File: src/inc/clkq_map.svh
// register offsets, field positions, reset values and limits
`ifndef CLKQ_MAP_SVH
`define CLKQ_MAP_SVH
// global registers
`define OFS_MASTER 8'h00
`define OFS_IEN 8'h04
`define OFS_GPCFG 8'h40
`define OFS_AWIN 8'h44
`define OFS_AMAX 8'h48
`define OFS_FWIN 8'h4C
`define OFS_VTIME 8'h50
`define OFS_LKSET 8'h54
`define OFS_MANUAL 8'h58
`define OFS_VALSTAT 8'h5C
`define OFS_EVMASK 8'h60
// per-input blocks: base + stride * input
`define OFS_IN_BASE 8'h10
`define OFS_IN_STRIDE 8'h10
`define OFS_CR1 8'h00
`define OFS_MON 8'h04
`define OFS_NOM 8'h08
`define OFS_STAT 8'h0C
// master control bits
`define BIT_DBL 0
`define BIT_MCSEL 1
`define BIT_ROSCD 2
// input control fields
`define BIT_POL 0
`define POS_PREDIV 1
`define BIT_ACTEN 0
`define BIT_FRQEN 1
`define POS_LOSSRC 2
`define POS_PCT 5
// validity status fields
`define POS_VAL_RT 0
`define POS_VAL_LAT 4
`define POS_VAL_TMD 8
// pin codes
`define GP_IN 4'h0
`define GP_INV 4'h1
// reset values
`define RST_PCT 5'h0A
`define RST_AWIN 16'h0010
`define RST_AMAX 16'h0008
`define RST_FWIN 16'h0100
`define RST_NOM 16'h0040
`define RST_VTIME 16'h0000
`define RST_LKSET 16'h0000
`define RST_MANUAL 3'h7
// percent threshold limits
`define PCT_MIN 5'h01
`define PCT_MAX 5'h14
`define PCT_SCALE 23'h000064
`endif

File: src/inc/clkq_pkg.sv
// types shared by the input clock qualifier
package clkq_pkg;
  typedef struct packed {
    logic [7:0] addr;
    logic [31:0] wdata;
    logic wr;
    logic rd;
  } reg_req_t;

  typedef struct packed {
    logic [2:0] mcr;
    logic [2:0] ien;
    logic [2:0][2:0] cr1;
    logic [2:0][9:0] mon;
    logic [2:0][15:0] nom;
    logic [15:0] gpcfg;
    logic [15:0] awin;
    logic [15:0] amax;
    logic [15:0] fwin;
    logic [15:0] vtime;
    logic [15:0] lkset;
    logic [2:0] manual;
    logic [2:0] mask;
    logic [2:0][1:0] rs;
    logic [2:0] rprev;
    logic [3:0][1:0] gs;
    logic [2:0][2:0] pdc;
    logic [2:0] edge_out;
    logic [15:0] atmr;
    logic [15:0] ftmr;
    logic [2:0][15:0] acnt;
    logic [2:0][15:0] fcnt;
    logic [2:0][15:0] vcnt;
    logic [2:0][15:0] lcnt;
    logic [2:0] araw;
    logic [2:0] fraw;
    logic [2:0] timed;
    logic [2:0] latched;
    logic [2:0] lkto;
    logic [2:0] sel_ok;
    logic event_out;
    logic [31:0] rdata;
  } state_t;
endpackage : clkq_pkg

File: src/core/input_clock_qualifier.sv
// input clock qualification, monitors and master clock control
`include "clkq_map.svh"
`timescale 1ns/100ps
module input_clock_qualifier (
  // clock and reset
  input wire logic sys_clk,
  input wire logic reset,
  // register port
  input clkq_pkg::reg_req_t bus,
  output logic [31:0] rdata,
  // reference clock and loss pins
  input wire logic [2:0] ref_in,
  input wire logic [3:0] gp_in,
  // dpll side
  input wire logic [1:0] dpll_sel_ref,
  input wire logic dpll_sel_valid,
  input wire logic dpll_locked,
  output logic [2:0] ref_edge,
  output logic [2:0] selectable,
  // master clock control
  output logic ref_doubler_en,
  output logic master_clk_sel,
  output logic ring_osc_en,
  // host request
  output logic validity_event
);
  clkq_pkg::state_t st;
  clkq_pkg::state_t next_st;
  logic [2:0] los_rt;
  logic [2:0] act_v;
  logic [2:0] freq_v;
  logic [2:0] all_v;
  logic a_end;
  logic f_end;

  // predivider terminal count for divide by 1, 2, 4, 8
  function automatic logic [2:0] div_lim(input logic [1:0] sel);
    unique case (sel)
      2'h0: div_lim = 3'h0;
      2'h1: div_lim = 3'h1;
      2'h2: div_lim = 3'h3;
      2'h3: div_lim = 3'h7;
    endcase
  endfunction : div_lim

  // percent check, threshold clamped into its legal range
  function automatic logic pct_ok(input logic [15:0] cnt,
                                  input logic [15:0] nom,
                                  input logic [4:0] pct);
    logic [15:0] d;
    logic [4:0] p;
    logic [22:0] lhs;
    logic [22:0] rhs;
    d = (cnt > nom) ? cnt - nom : nom - cnt;
    p = pct;
    if (p < `PCT_MIN) begin
      p = `PCT_MIN;
    end
    if (p > `PCT_MAX) begin
      p = `PCT_MAX;
    end
    lhs = 23'(d) * `PCT_SCALE;
    rhs = 23'(nom) * 23'(p);
    pct_ok = (lhs <= rhs);
  endfunction : pct_ok

  // loss level of one pin, per its config code
  function automatic logic pin_loss(input logic [3:0] cfg,
                                    input logic lvl);
    if (cfg == `GP_INV) begin
      pin_loss = ~lvl;
    end else if (cfg == `GP_IN) begin
      pin_loss = lvl;
    end else begin
      pin_loss = 1'b0;
    end
  endfunction : pin_loss

  // byte address of a per-input register
  function automatic logic [7:0] in_adr(input int i,
                                        input logic [7:0] ofs);
    in_adr = `OFS_IN_BASE + 8'(i) * `OFS_IN_STRIDE + ofs;
  endfunction : in_adr

  // all next-state logic; clears first so hardware sets win
  always_comb begin
    logic [2:0] clr_lat;
    logic [2:0] clr_lkto;
    logic rise;
    logic fall;
    logic hit;
    logic [2:0] src;
    logic sel;
    clr_lat = 3'h0;
    clr_lkto = 3'h0;
    rise = 1'b0;
    fall = 1'b0;
    hit = 1'b0;
    src = 3'h0;
    sel = 1'b0;
    los_rt = 3'h0;
    act_v = 3'h0;
    freq_v = 3'h0;
    all_v = 3'h0;
    next_st = st;
    next_st.rdata = 32'h0;
    // register writes
    if (bus.wr) begin
      unique case (bus.addr)
        `OFS_MASTER: next_st.mcr = bus.wdata[2:0];
        `OFS_IEN: next_st.ien = bus.wdata[2:0];
        `OFS_GPCFG: next_st.gpcfg = bus.wdata[15:0];
        `OFS_AWIN: next_st.awin = bus.wdata[15:0];
        `OFS_AMAX: next_st.amax = bus.wdata[15:0];
        `OFS_FWIN: next_st.fwin = bus.wdata[15:0];
        `OFS_VTIME: next_st.vtime = bus.wdata[15:0];
        `OFS_LKSET: next_st.lkset = bus.wdata[15:0];
        `OFS_MANUAL: next_st.manual = bus.wdata[2:0];
        `OFS_EVMASK: next_st.mask = bus.wdata[2:0];
        `OFS_VALSTAT: begin
          clr_lat = bus.wdata[`POS_VAL_LAT +: 3];
        end
        default: begin
        end
      endcase
      // per-input registers sit at base plus stride times index
      for (int i = 0; i < 3; i++) begin
        if (bus.addr == in_adr(i, `OFS_CR1)) begin
          next_st.cr1[i] = bus.wdata[2:0];
        end
        if (bus.addr == in_adr(i, `OFS_MON)) begin
          next_st.mon[i] = bus.wdata[9:0];
        end
        if (bus.addr == in_adr(i, `OFS_NOM)) begin
          next_st.nom[i] = bus.wdata[15:0];
        end
        if (bus.addr == in_adr(i, `OFS_STAT)) begin
          clr_lkto[i] = bus.wdata[5];
        end
      end
    end
    // shared window timers; a zero length acts as one cycle
    a_end = ({1'b0, st.atmr} + 17'h1) >= {1'b0, st.awin};
    f_end = ({1'b0, st.ftmr} + 17'h1) >= {1'b0, st.fwin};
    next_st.atmr = a_end ? 16'h0 : st.atmr + 16'h1;
    next_st.ftmr = f_end ? 16'h0 : st.ftmr + 16'h1;
    // pin synchronisers
    for (int p = 0; p < 4; p++) begin
      next_st.gs[p] = {st.gs[p][0], gp_in[p]};
    end
    next_st.latched = st.latched & ~clr_lat;
    next_st.lkto = st.lkto & ~clr_lkto;
    for (int i = 0; i < 3; i++) begin
      next_st.rs[i] = {st.rs[i][0], ref_in[i]};
      next_st.rprev[i] = st.rs[i][1];
      // chosen edge, gated by enable, then predivided
      rise = st.rs[i][1] & ~st.rprev[i];
      fall = ~st.rs[i][1] & st.rprev[i];
      hit = st.ien[i] & (st.cr1[i][`BIT_POL] ? fall : rise);
      next_st.edge_out[i] = 1'b0;
      if (hit) begin
        if (st.pdc[i] >= div_lim(st.cr1[i][`POS_PREDIV +: 2])) begin
          next_st.pdc[i] = 3'h0;
          next_st.edge_out[i] = 1'b1;
        end else begin
          next_st.pdc[i] = st.pdc[i] + 3'h1;
        end
      end
      // loss source: code n+1 selects pin n, zero means none
      src = st.mon[i][`POS_LOSSRC +: 3];
      if (src != 3'h0 && src <= 3'h4) begin
        los_rt[i] = pin_loss(st.gpcfg[4 * (src - 3'h1) +: 4],
                             st.gs[src - 3'h1][1]);
      end
      // activity: count must be non-zero and not above the limit
      if (los_rt[i]) begin
        next_st.acnt[i] = 16'h0;
        next_st.araw[i] = 1'b0;
      end else if (a_end) begin
        next_st.araw[i] = (st.acnt[i] != 16'h0) &&
                          (st.acnt[i] <= st.amax);
        // an edge on the closing cycle opens the next window, not lost
        next_st.acnt[i] = {15'h0, st.edge_out[i]};
      end else if (st.edge_out[i] && st.acnt[i] != 16'hFFFF) begin
        next_st.acnt[i] = st.acnt[i] + 16'h1;
      end
      act_v[i] = ~los_rt[i] &
                 (~st.mon[i][`BIT_ACTEN] | st.araw[i]);
      // frequency: restarts whenever activity is not valid
      if (!act_v[i]) begin
        next_st.fcnt[i] = 16'h0;
        next_st.fraw[i] = 1'b0;
      end else if (f_end) begin
        next_st.fraw[i] = pct_ok(st.fcnt[i], st.nom[i],
                                 st.mon[i][`POS_PCT +: 5]);
        // same carry of the closing-cycle edge as the activity count
        next_st.fcnt[i] = {15'h0, st.edge_out[i]};
      end else if (st.edge_out[i] && st.fcnt[i] != 16'hFFFF) begin
        next_st.fcnt[i] = st.fcnt[i] + 16'h1;
      end
      freq_v[i] = act_v[i] &
                  (~st.mon[i][`BIT_FRQEN] | st.fraw[i]);
      // lock timer runs only while selected and unlocked
      sel = dpll_sel_valid && (dpll_sel_ref == 2'(i));
      if (sel && !dpll_locked && st.lkset != 16'h0) begin
        if (st.lcnt[i] + 16'h1 >= st.lkset) begin
          next_st.lkto[i] = 1'b1;
        end else begin
          next_st.lcnt[i] = st.lcnt[i] + 16'h1;
        end
      end else begin
        next_st.lcnt[i] = 16'h0;
      end
      all_v[i] = st.ien[i] & freq_v[i] & ~st.lkto[i];
      // validation timer; zero time validates next cycle
      if (!all_v[i]) begin
        next_st.vcnt[i] = 16'h0;
        next_st.timed[i] = 1'b0;
      end else if (st.vcnt[i] >= st.vtime) begin
        next_st.timed[i] = 1'b1;
      end else begin
        next_st.vcnt[i] = st.vcnt[i] + 16'h1;
      end
      if (next_st.timed[i] != st.timed[i]) begin
        next_st.latched[i] = 1'b1;
      end
    end
    // manual invalid mask blocks automatic choice
    next_st.sel_ok = st.timed & st.manual;
    next_st.event_out = |(st.latched & st.mask);
    // register reads, data in the following cycle
    if (bus.rd) begin
      unique case (bus.addr)
        `OFS_MASTER: next_st.rdata = {29'h0, st.mcr};
        `OFS_IEN: next_st.rdata = {29'h0, st.ien};
        `OFS_GPCFG: next_st.rdata = {16'h0, st.gpcfg};
        `OFS_AWIN: next_st.rdata = {16'h0, st.awin};
        `OFS_AMAX: next_st.rdata = {16'h0, st.amax};
        `OFS_FWIN: next_st.rdata = {16'h0, st.fwin};
        `OFS_VTIME: next_st.rdata = {16'h0, st.vtime};
        `OFS_LKSET: next_st.rdata = {16'h0, st.lkset};
        `OFS_MANUAL: next_st.rdata = {29'h0, st.manual};
        `OFS_EVMASK: next_st.rdata = {29'h0, st.mask};
        `OFS_VALSTAT: begin
          next_st.rdata = {21'h0, st.timed, 1'b0, st.latched,
                           1'b0, all_v};
        end
        default: begin
        end
      endcase
      // per-input read decode, same layout as the writes
      for (int i = 0; i < 3; i++) begin
        if (bus.addr == in_adr(i, `OFS_CR1)) begin
          next_st.rdata = {29'h0, st.cr1[i]};
        end
        if (bus.addr == in_adr(i, `OFS_MON)) begin
          next_st.rdata = {22'h0, st.mon[i]};
        end
        if (bus.addr == in_adr(i, `OFS_NOM)) begin
          next_st.rdata = {16'h0, st.nom[i]};
        end
        if (bus.addr == in_adr(i, `OFS_STAT)) begin
          next_st.rdata = {26'h0, st.lkto[i], st.timed[i], all_v[i],
                           freq_v[i], act_v[i], los_rt[i]};
        end
      end
    end
  end

  // one register for all state; reset leaves ring osc running
  always_ff @(posedge sys_clk) begin
    if (reset) begin
      st <= '0;
      st.cr1 <= '0;
      st.awin <= `RST_AWIN;
      st.amax <= `RST_AMAX;
      st.fwin <= `RST_FWIN;
      st.vtime <= `RST_VTIME;
      st.lkset <= `RST_LKSET;
      st.manual <= `RST_MANUAL;
      for (int i = 0; i < 3; i++) begin
        st.nom[i] <= `RST_NOM;
        st.mon[i] <= {`RST_PCT, 5'h0};
      end
    end else begin
      st <= next_st;
    end
  end

  // outputs straight from state
  assign rdata = st.rdata;
  assign ref_edge = st.edge_out;
  assign selectable = st.sel_ok;
  assign validity_event = st.event_out;
  assign ref_doubler_en = st.mcr[`BIT_DBL];
  // master clock mux is software driven, never automatic
  assign master_clk_sel = st.mcr[`BIT_MCSEL];
  assign ring_osc_en = ~st.mcr[`BIT_ROSCD];
endmodule : input_clock_qualifier

File: config.mk
export PLATFORM = sky130hd
export DESIGN_NAME = input_clock_qualifier
export DESIGN_NICKNAME = d
export VERILOG_FILES = /design/src/inc/clkq_pkg.sv /design/src/core/input_clock_qualifier.sv
export VERILOG_INCLUDE_DIRS = /design/src /design/src/inc
export SDC_FILE = /design/constraint.sdc
export NUM_CORES = 2
export LEC_CHECK = 0
export BUFFER_PORTS_ARGS = -buffer_cell sky130_fd_sc_hd__clkbuf_2
export CORE_MARGIN = 3
export CORE_UTILIZATION = 55
export DETAILED_ROUTE_END_ITERATION = 6
export MAX_ROUTING_LAYER = met4
export PLACE_DENSITY = 0.81
export SETUP_SLACK_MARGIN = 0.2
export SYNTH_ARGS = -nofsm -noshare
export SYNTH_HDL_FRONTEND = slang
export SYNTH_SLANG_ARGS = --single-unit
File: constraint.sdc
create_clock -name sys_clk -period 20.1 [get_ports sys_clk]
set_input_delay 1.005 -clock sys_clk [delete_from_list [all_inputs] [get_ports sys_clk]]
set_output_delay 1.005 -clock sys_clk [all_outputs]
set_load 0.02 [all_outputs]
Word-level counts from Yosys, hierarchy flattened
Cells that the tools add are included.
{ "totals": {"ram_bits": 0, "latch_bits": 0, "reg_bits": 499, "in_bits": 55, "mem_bits_ro": 0, "output_inout_bits": 42, "mem_count": 0, "wordCells": 438} }
{ "classes": {"n_addsub": 31, "magnitude_cmp": 32, "eq_ne": 45, "bitwise_logic": 68, "div": 0, "mux": 97, "reduce_logical": 89, "multipliers": 6, "shift": 3} }
{ "op_table": {"columns": ["cell", "n"], "rows": [
  ["16-bit by 1-bit adder with 16-bit output (second input constant)", 14],
  ["16-bit 2-to-1 mux", 14],
  ["16-bit one-hot mux with 11 select lines", 1],
  ["16-bit by 33-bit indexed part select with 4-bit output", 3],
  ["16-bit >= comparator", 6],
  ["16-bit != test (second input constant)", 6],
  ["16-bit subtractor", 6],
  ["5-bit 2-to-1 mux", 18],
  ["8-bit by 7-bit == test with 1-bit output (second input constant)", 9],
  ["23-bit by 21-bit <= comparator with 1-bit output", 3],
  ["8-bit by 6-bit == test with 1-bit output (second input constant)", 8],
  ["16-bit nonzero test", 4],
  ["16-bit by 5-bit multiplier with 21-bit output", 3],
  ["16-bit by 5-bit multiplier with 21-bit output (second input constant)", 3],
  ["16-bit > comparator", 3],
  ["16-bit <= comparator", 3],
  ["1-bit 2-to-1 mux", 45],
  ["2-bit AND reduction", 19],
  ["3-bit one-hot mux with 4 select lines", 3],
  ["2-bit OR reduction", 18],
  ["1-bit inverter", 35],
  ["16-bit by 1-bit adder with 17-bit output (second input constant)", 2],
  ["17-bit by 16-bit >= comparator with 1-bit output", 2],
  ["8-bit by 5-bit == test with 1-bit output (second input constant)", 4],
  ["30 further kinds", 139]
]} }

Logic depth before layout (Yosys ltp)
{ "logic_depth": {"depth_word": 24, "ltp_mapped": 37, "depth_no_buf": 35} }

Worst setup path after synthesis
No wires, ideal clock.
{ "synth_timing": {"path_type": "reg-to-reg", "from": "register st[147] in the netlist's numbering", "to": "register st[45] in the netlist's numbering", "setup_time_ns": 0.058, "path_stages_with_launch": 37, "t_required_ns": 20.042, "synth_period_minus_slack_ns": 7.481, "path_slack_ns": 12.619, "t_arrival_ns": 7.423, "n_path_buf": 2, "path_cell_list": "dfxtp_1 inv_1 ha_1 inv_1 fa_1 a21oi_1 o21ai_0 a2111oi_2 nor4_1 o21ai_1 buf_4 buf_6 mux2i_1 xnor2_1 ha_1 ha_1 inv_1 fa_1 inv_1 ha_1 nor2b_1 o31a_1 o211ai_1 nand2_1 a311oi_1 a21oi_1 a21o_1 a21oi_1 xnor2_1 ha_1 a211oi_1 o2111ai_1 a211oi_1 a211oi_1 or4b_1 nor4_1 a31o_2"} }
{ "synth_between": {"elab_chain_cells": 4, "elab_cells_between_ends": 6, "cone_classes": "add/sub: 2; mul: 1; order compare: 2; mux: 1"} }
{ "synth_lines": {"columns": ["element", "line_no", "source"], "rows": [
  ["start, declared", "input_clock_qualifier.sv:27", "clkq_pkg::state_t st;"],
  ["start signal, assigned", "input_clock_qualifier.sv:286", "st <= next_st;"],
  ["16-bit subtractor or 16-bit > comparator (tied branches)", "input_clock_qualifier.sv:54", "d = (cnt > nom) ? cnt - nom : nom - cnt;"],
  ["16-bit 2-to-1 mux *", "input_clock_qualifier.sv:54", null],
  ["16-bit by 5-bit multiplier with 21-bit output (no source line) *", null, null],
  ["23-bit by 21-bit <= comparator with 1-bit output *", "input_clock_qualifier.sv:64", "pct_ok = (lhs <= rhs);"]
]} }
Mark *: on every way between the ends. The rest lies on a longest branch, timed or not.
A chain may end at the register's enable or synchronous reset.

Worst setup path after layout
{ "layout_timing": {"from": "register st[406] in the netlist's numbering", "to": "register st[45] in the netlist's numbering"} }
{ "layout_between": {"elab_chain_cells": 4, "elab_cells_between_ends": 7, "cone_classes": "add/sub: 2; mul: 2; order compare: 2; mux: 1"} }
{ "layout_lines": {"columns": ["element", "line_no"], "rows": [
  ["16-bit subtractor or 16-bit > comparator (tied branches)", "input_clock_qualifier.sv:54"],
  ["16-bit 2-to-1 mux", "input_clock_qualifier.sv:54"],
  ["16-bit by 5-bit multiplier with 21-bit output (no source line)", null],
  ["23-bit by 21-bit <= comparator with 1-bit output *", "input_clock_qualifier.sv:64"]
]} }
Marks and branches as above.

==> results.cfg <==
[synth]
synth_warnings = 0
ys_seq_area_share_pct = 22.12
synth-edff-count = 0
yosysUniqueCellTypes = 98
synthArstFlopShare_pct = 0
netlist_area_um2 = 43720
netlist_instances = 5411
synth-seq-cells = 483
syn_avg_cell_area_um2 = 8.080
ys.flop_type = dfxtp_1

[drt]
vias = 39263
initialDrtViolationCount = 4058
routed_via_density = 6.119
wl_mm = 129.0
antenna_left = 0
drtPass1Iterations = 6
route.detailed.drc = 0
post_drt_wl_per_cell_um = 20.10

[global_routing]
grt_start_max_net_pins = 80
grt_pass1_wl_mm = 203.1
grtUsageTotal_pct = 31.37
grt-ovfl-total = 0
grt_pass1_vias = 37496
antenna_found_initial = 10

[setup_path]
slowest_stage = dfxtp_1
end_kind = flip-flop
cp_max_fo = 20
r2r-end = st[45]
rrSetupSlack_ps = 11110
path_class = reg -> reg
worstPathRequired_ps = 20650
max_stage_delay_ps = 580
start_kind = flip-flop
r2r_cells = 35
r2r-start = st[406]
cp.arrival_ps = 9540
cpMostUsedCell = ha_1

[timing]
fmax_mhz = 111.2
finalCritPeriodShare_pct = 44.74
finalCriticalPeriod_ps = 8993
slew_violations = 0
max_slew_margin_pct = 20.28
skew_ps = 29.78
worst-slew-pin-transition_ps = 1193
hold_viol_final = 0
setup_viol = 0
rsz0062_at_grt = no
fin_tns_setup_ps = 0

[place]
gp_congestion = 1.066
portBuffers = 64
hpwl_mm = 97.88

[pwr]
p_per_area_nw_per_um2 = 45.22
seq_power_share_pct = 45.9
switchingPower_uw = 515.0
power_leakage_uw = 0.02086
swShare_pct = 24.55
clock_power_share_pct = 49.0
internal_power_uw = 1583
finalPower_uw = 2098
irDropWorstVdd_mv = 0.06708
combPwrFrac_pct = 5.0

[cts]
cts_buffers = 52
postCtsSetupBuffers = 0
root_buffer = clkbuf_16
cts.clk_slew.worst_paths_ps = 60
cts_hold_buf = 0
cts_max_level = 2
cts_tree = yes
max-clock-path-buffers = 3
clk_latency_ps = 630
clkSinkCount = 483
post_cts_resized = 0

[floorplan]
dieArea_um2 = 82910
fp.dieW_um = 287.9
std_cell_rows = 102
die_h_um = 287.9
ios = 97
start_util_pct = 55.98
core_area_um2 = 78100

[final_layout]
drive_gt1_share_pct = 4.770
final_common_cell = ha_1
area_growth_pct = 6.119
mostFrequentLayoutCells = ha_1, nand2_1, inv_1
nNetsFinal = 6151

[status]
status = finished, final reports clean

[job]
maxCapViolations = 0

[worst_hold_path]
min-delay-start = next_st[288]
hold_class = reg -> reg
hold_depth = 1
min_to = st[288]
worst max-delay path: cells and delay by family (launching register included):
kind / cells / cell delay [ps]
AOI/OAI and AO/OA: 17 / 3700
adders and majority gates: 7 / 2360
and+or+nand+nor: 4 / 1000
DFF: 1 / 580
xor gates and xnor gates: 2 / 580
buffers and inverters: 4 / 450
muxes: 1 / 300
worst max-delay path by stage:
stage            start      to  slack (ps)  depth (start not counted)
2_1_floorplan  st[147]  st[45]       12620                         36
3_3_place_gp   st[406]  st[45]       11250                         35
3_5_place_dp   st[406]  st[45]       11140                         35
4_1_cts        st[406]  st[45]       11100                         35
5_1_grt        st[406]  st[45]       10540                         35
6_report       st[406]  st[45]       11110                         35
power groups by stage:
stage | sequential, uW | combinational [uW] | clock [uW]
5_1_grt | 964 | 113 | 1070
2_1_floorplan | 984 | 71.0 | 0
3_5_place_dp | 985 | 101 | 0
6_report | 964 | 106 | 1030
3_3_place_gp | 985 | 99.3 | 0
4_1_cts | 964 | 102 | 1030
layout make-up:
type,count,area [um^2]
well taps,1040,1301
fillers,6848,31710
multi-input cells,4203,31170
repair buffers,98,584.3
inverters,489,1836
clock inverters,34,419.2
clock buffers,60,1393
diodes,10,25.02
flip-flops and latches,483,9669
Yosys cell counts, types with 90 or more instances:
cell type  instances  area share (%)
clkbuf_1         172             1.5
nor2_1           412             3.5
and3_1           123             1.8
nand4_1           90             1.3
xor2_1           191             3.8
a21oi_1          408             4.7
nand3_1          264             3.0
nand2_1          543             4.7
inv_1            489             4.2
and2_1           145             2.1
fa_1             165             7.6
dfxtp_1          483              22
a21o_1           122             2.1
o21ai_0          152             1.7
ha_1             604              17
xnor2_1          170             3.4
cells by family after synthesis:
kind of cell | synth area share [%]
buf+inv | 6.803
flops | 22.12
xor+xnor | 7.232
other cells | 0.008577
fa+ha+maj | 24.84
mux | 1.892
simple gates | 20.95
compound gates | 16.16
through the flow:
stage                     worst slack [ps]  hold WS [ps]  instances  util (%)  instance area [um^2]
after global placement               11250         421.8       6313     57.05                 44560
after global routing                 10540         452.8       6417     59.40                 46390
after floorplan                      12620         413.8       5426         -                 43780
final                                11110         442.1       6417     59.40                 46390
after detailed placement             11140         432.0       6313     57.05                 44560
after CTS                            11100         443.6       6407     59.37                 46370
registers in the layout (all words and copies together) (netlist names):
signal / count
master_clk_sel: 1
next_st: 10
rdata: 16
ref_doubler_en: 1
ref_edge: 3
selectable: 3
st: 448
validity_event: 1
routing by layer:
| metal | track usage (%) | up-vias | part of all wire (%) |
|---|---|---|---|
| met5 | - | - | 0 |
| met4 | 15.03 | 0 | 5.2 |
| met3 | 5.408 | 396 | 8.9 |
| met2 | 48.30 | 1693 | 44 |
| met1 | 40.02 | 18631 | 42 |
| li1 | - | 18543 | - |
Note: power is estimated with default switching activity, not from simulation.
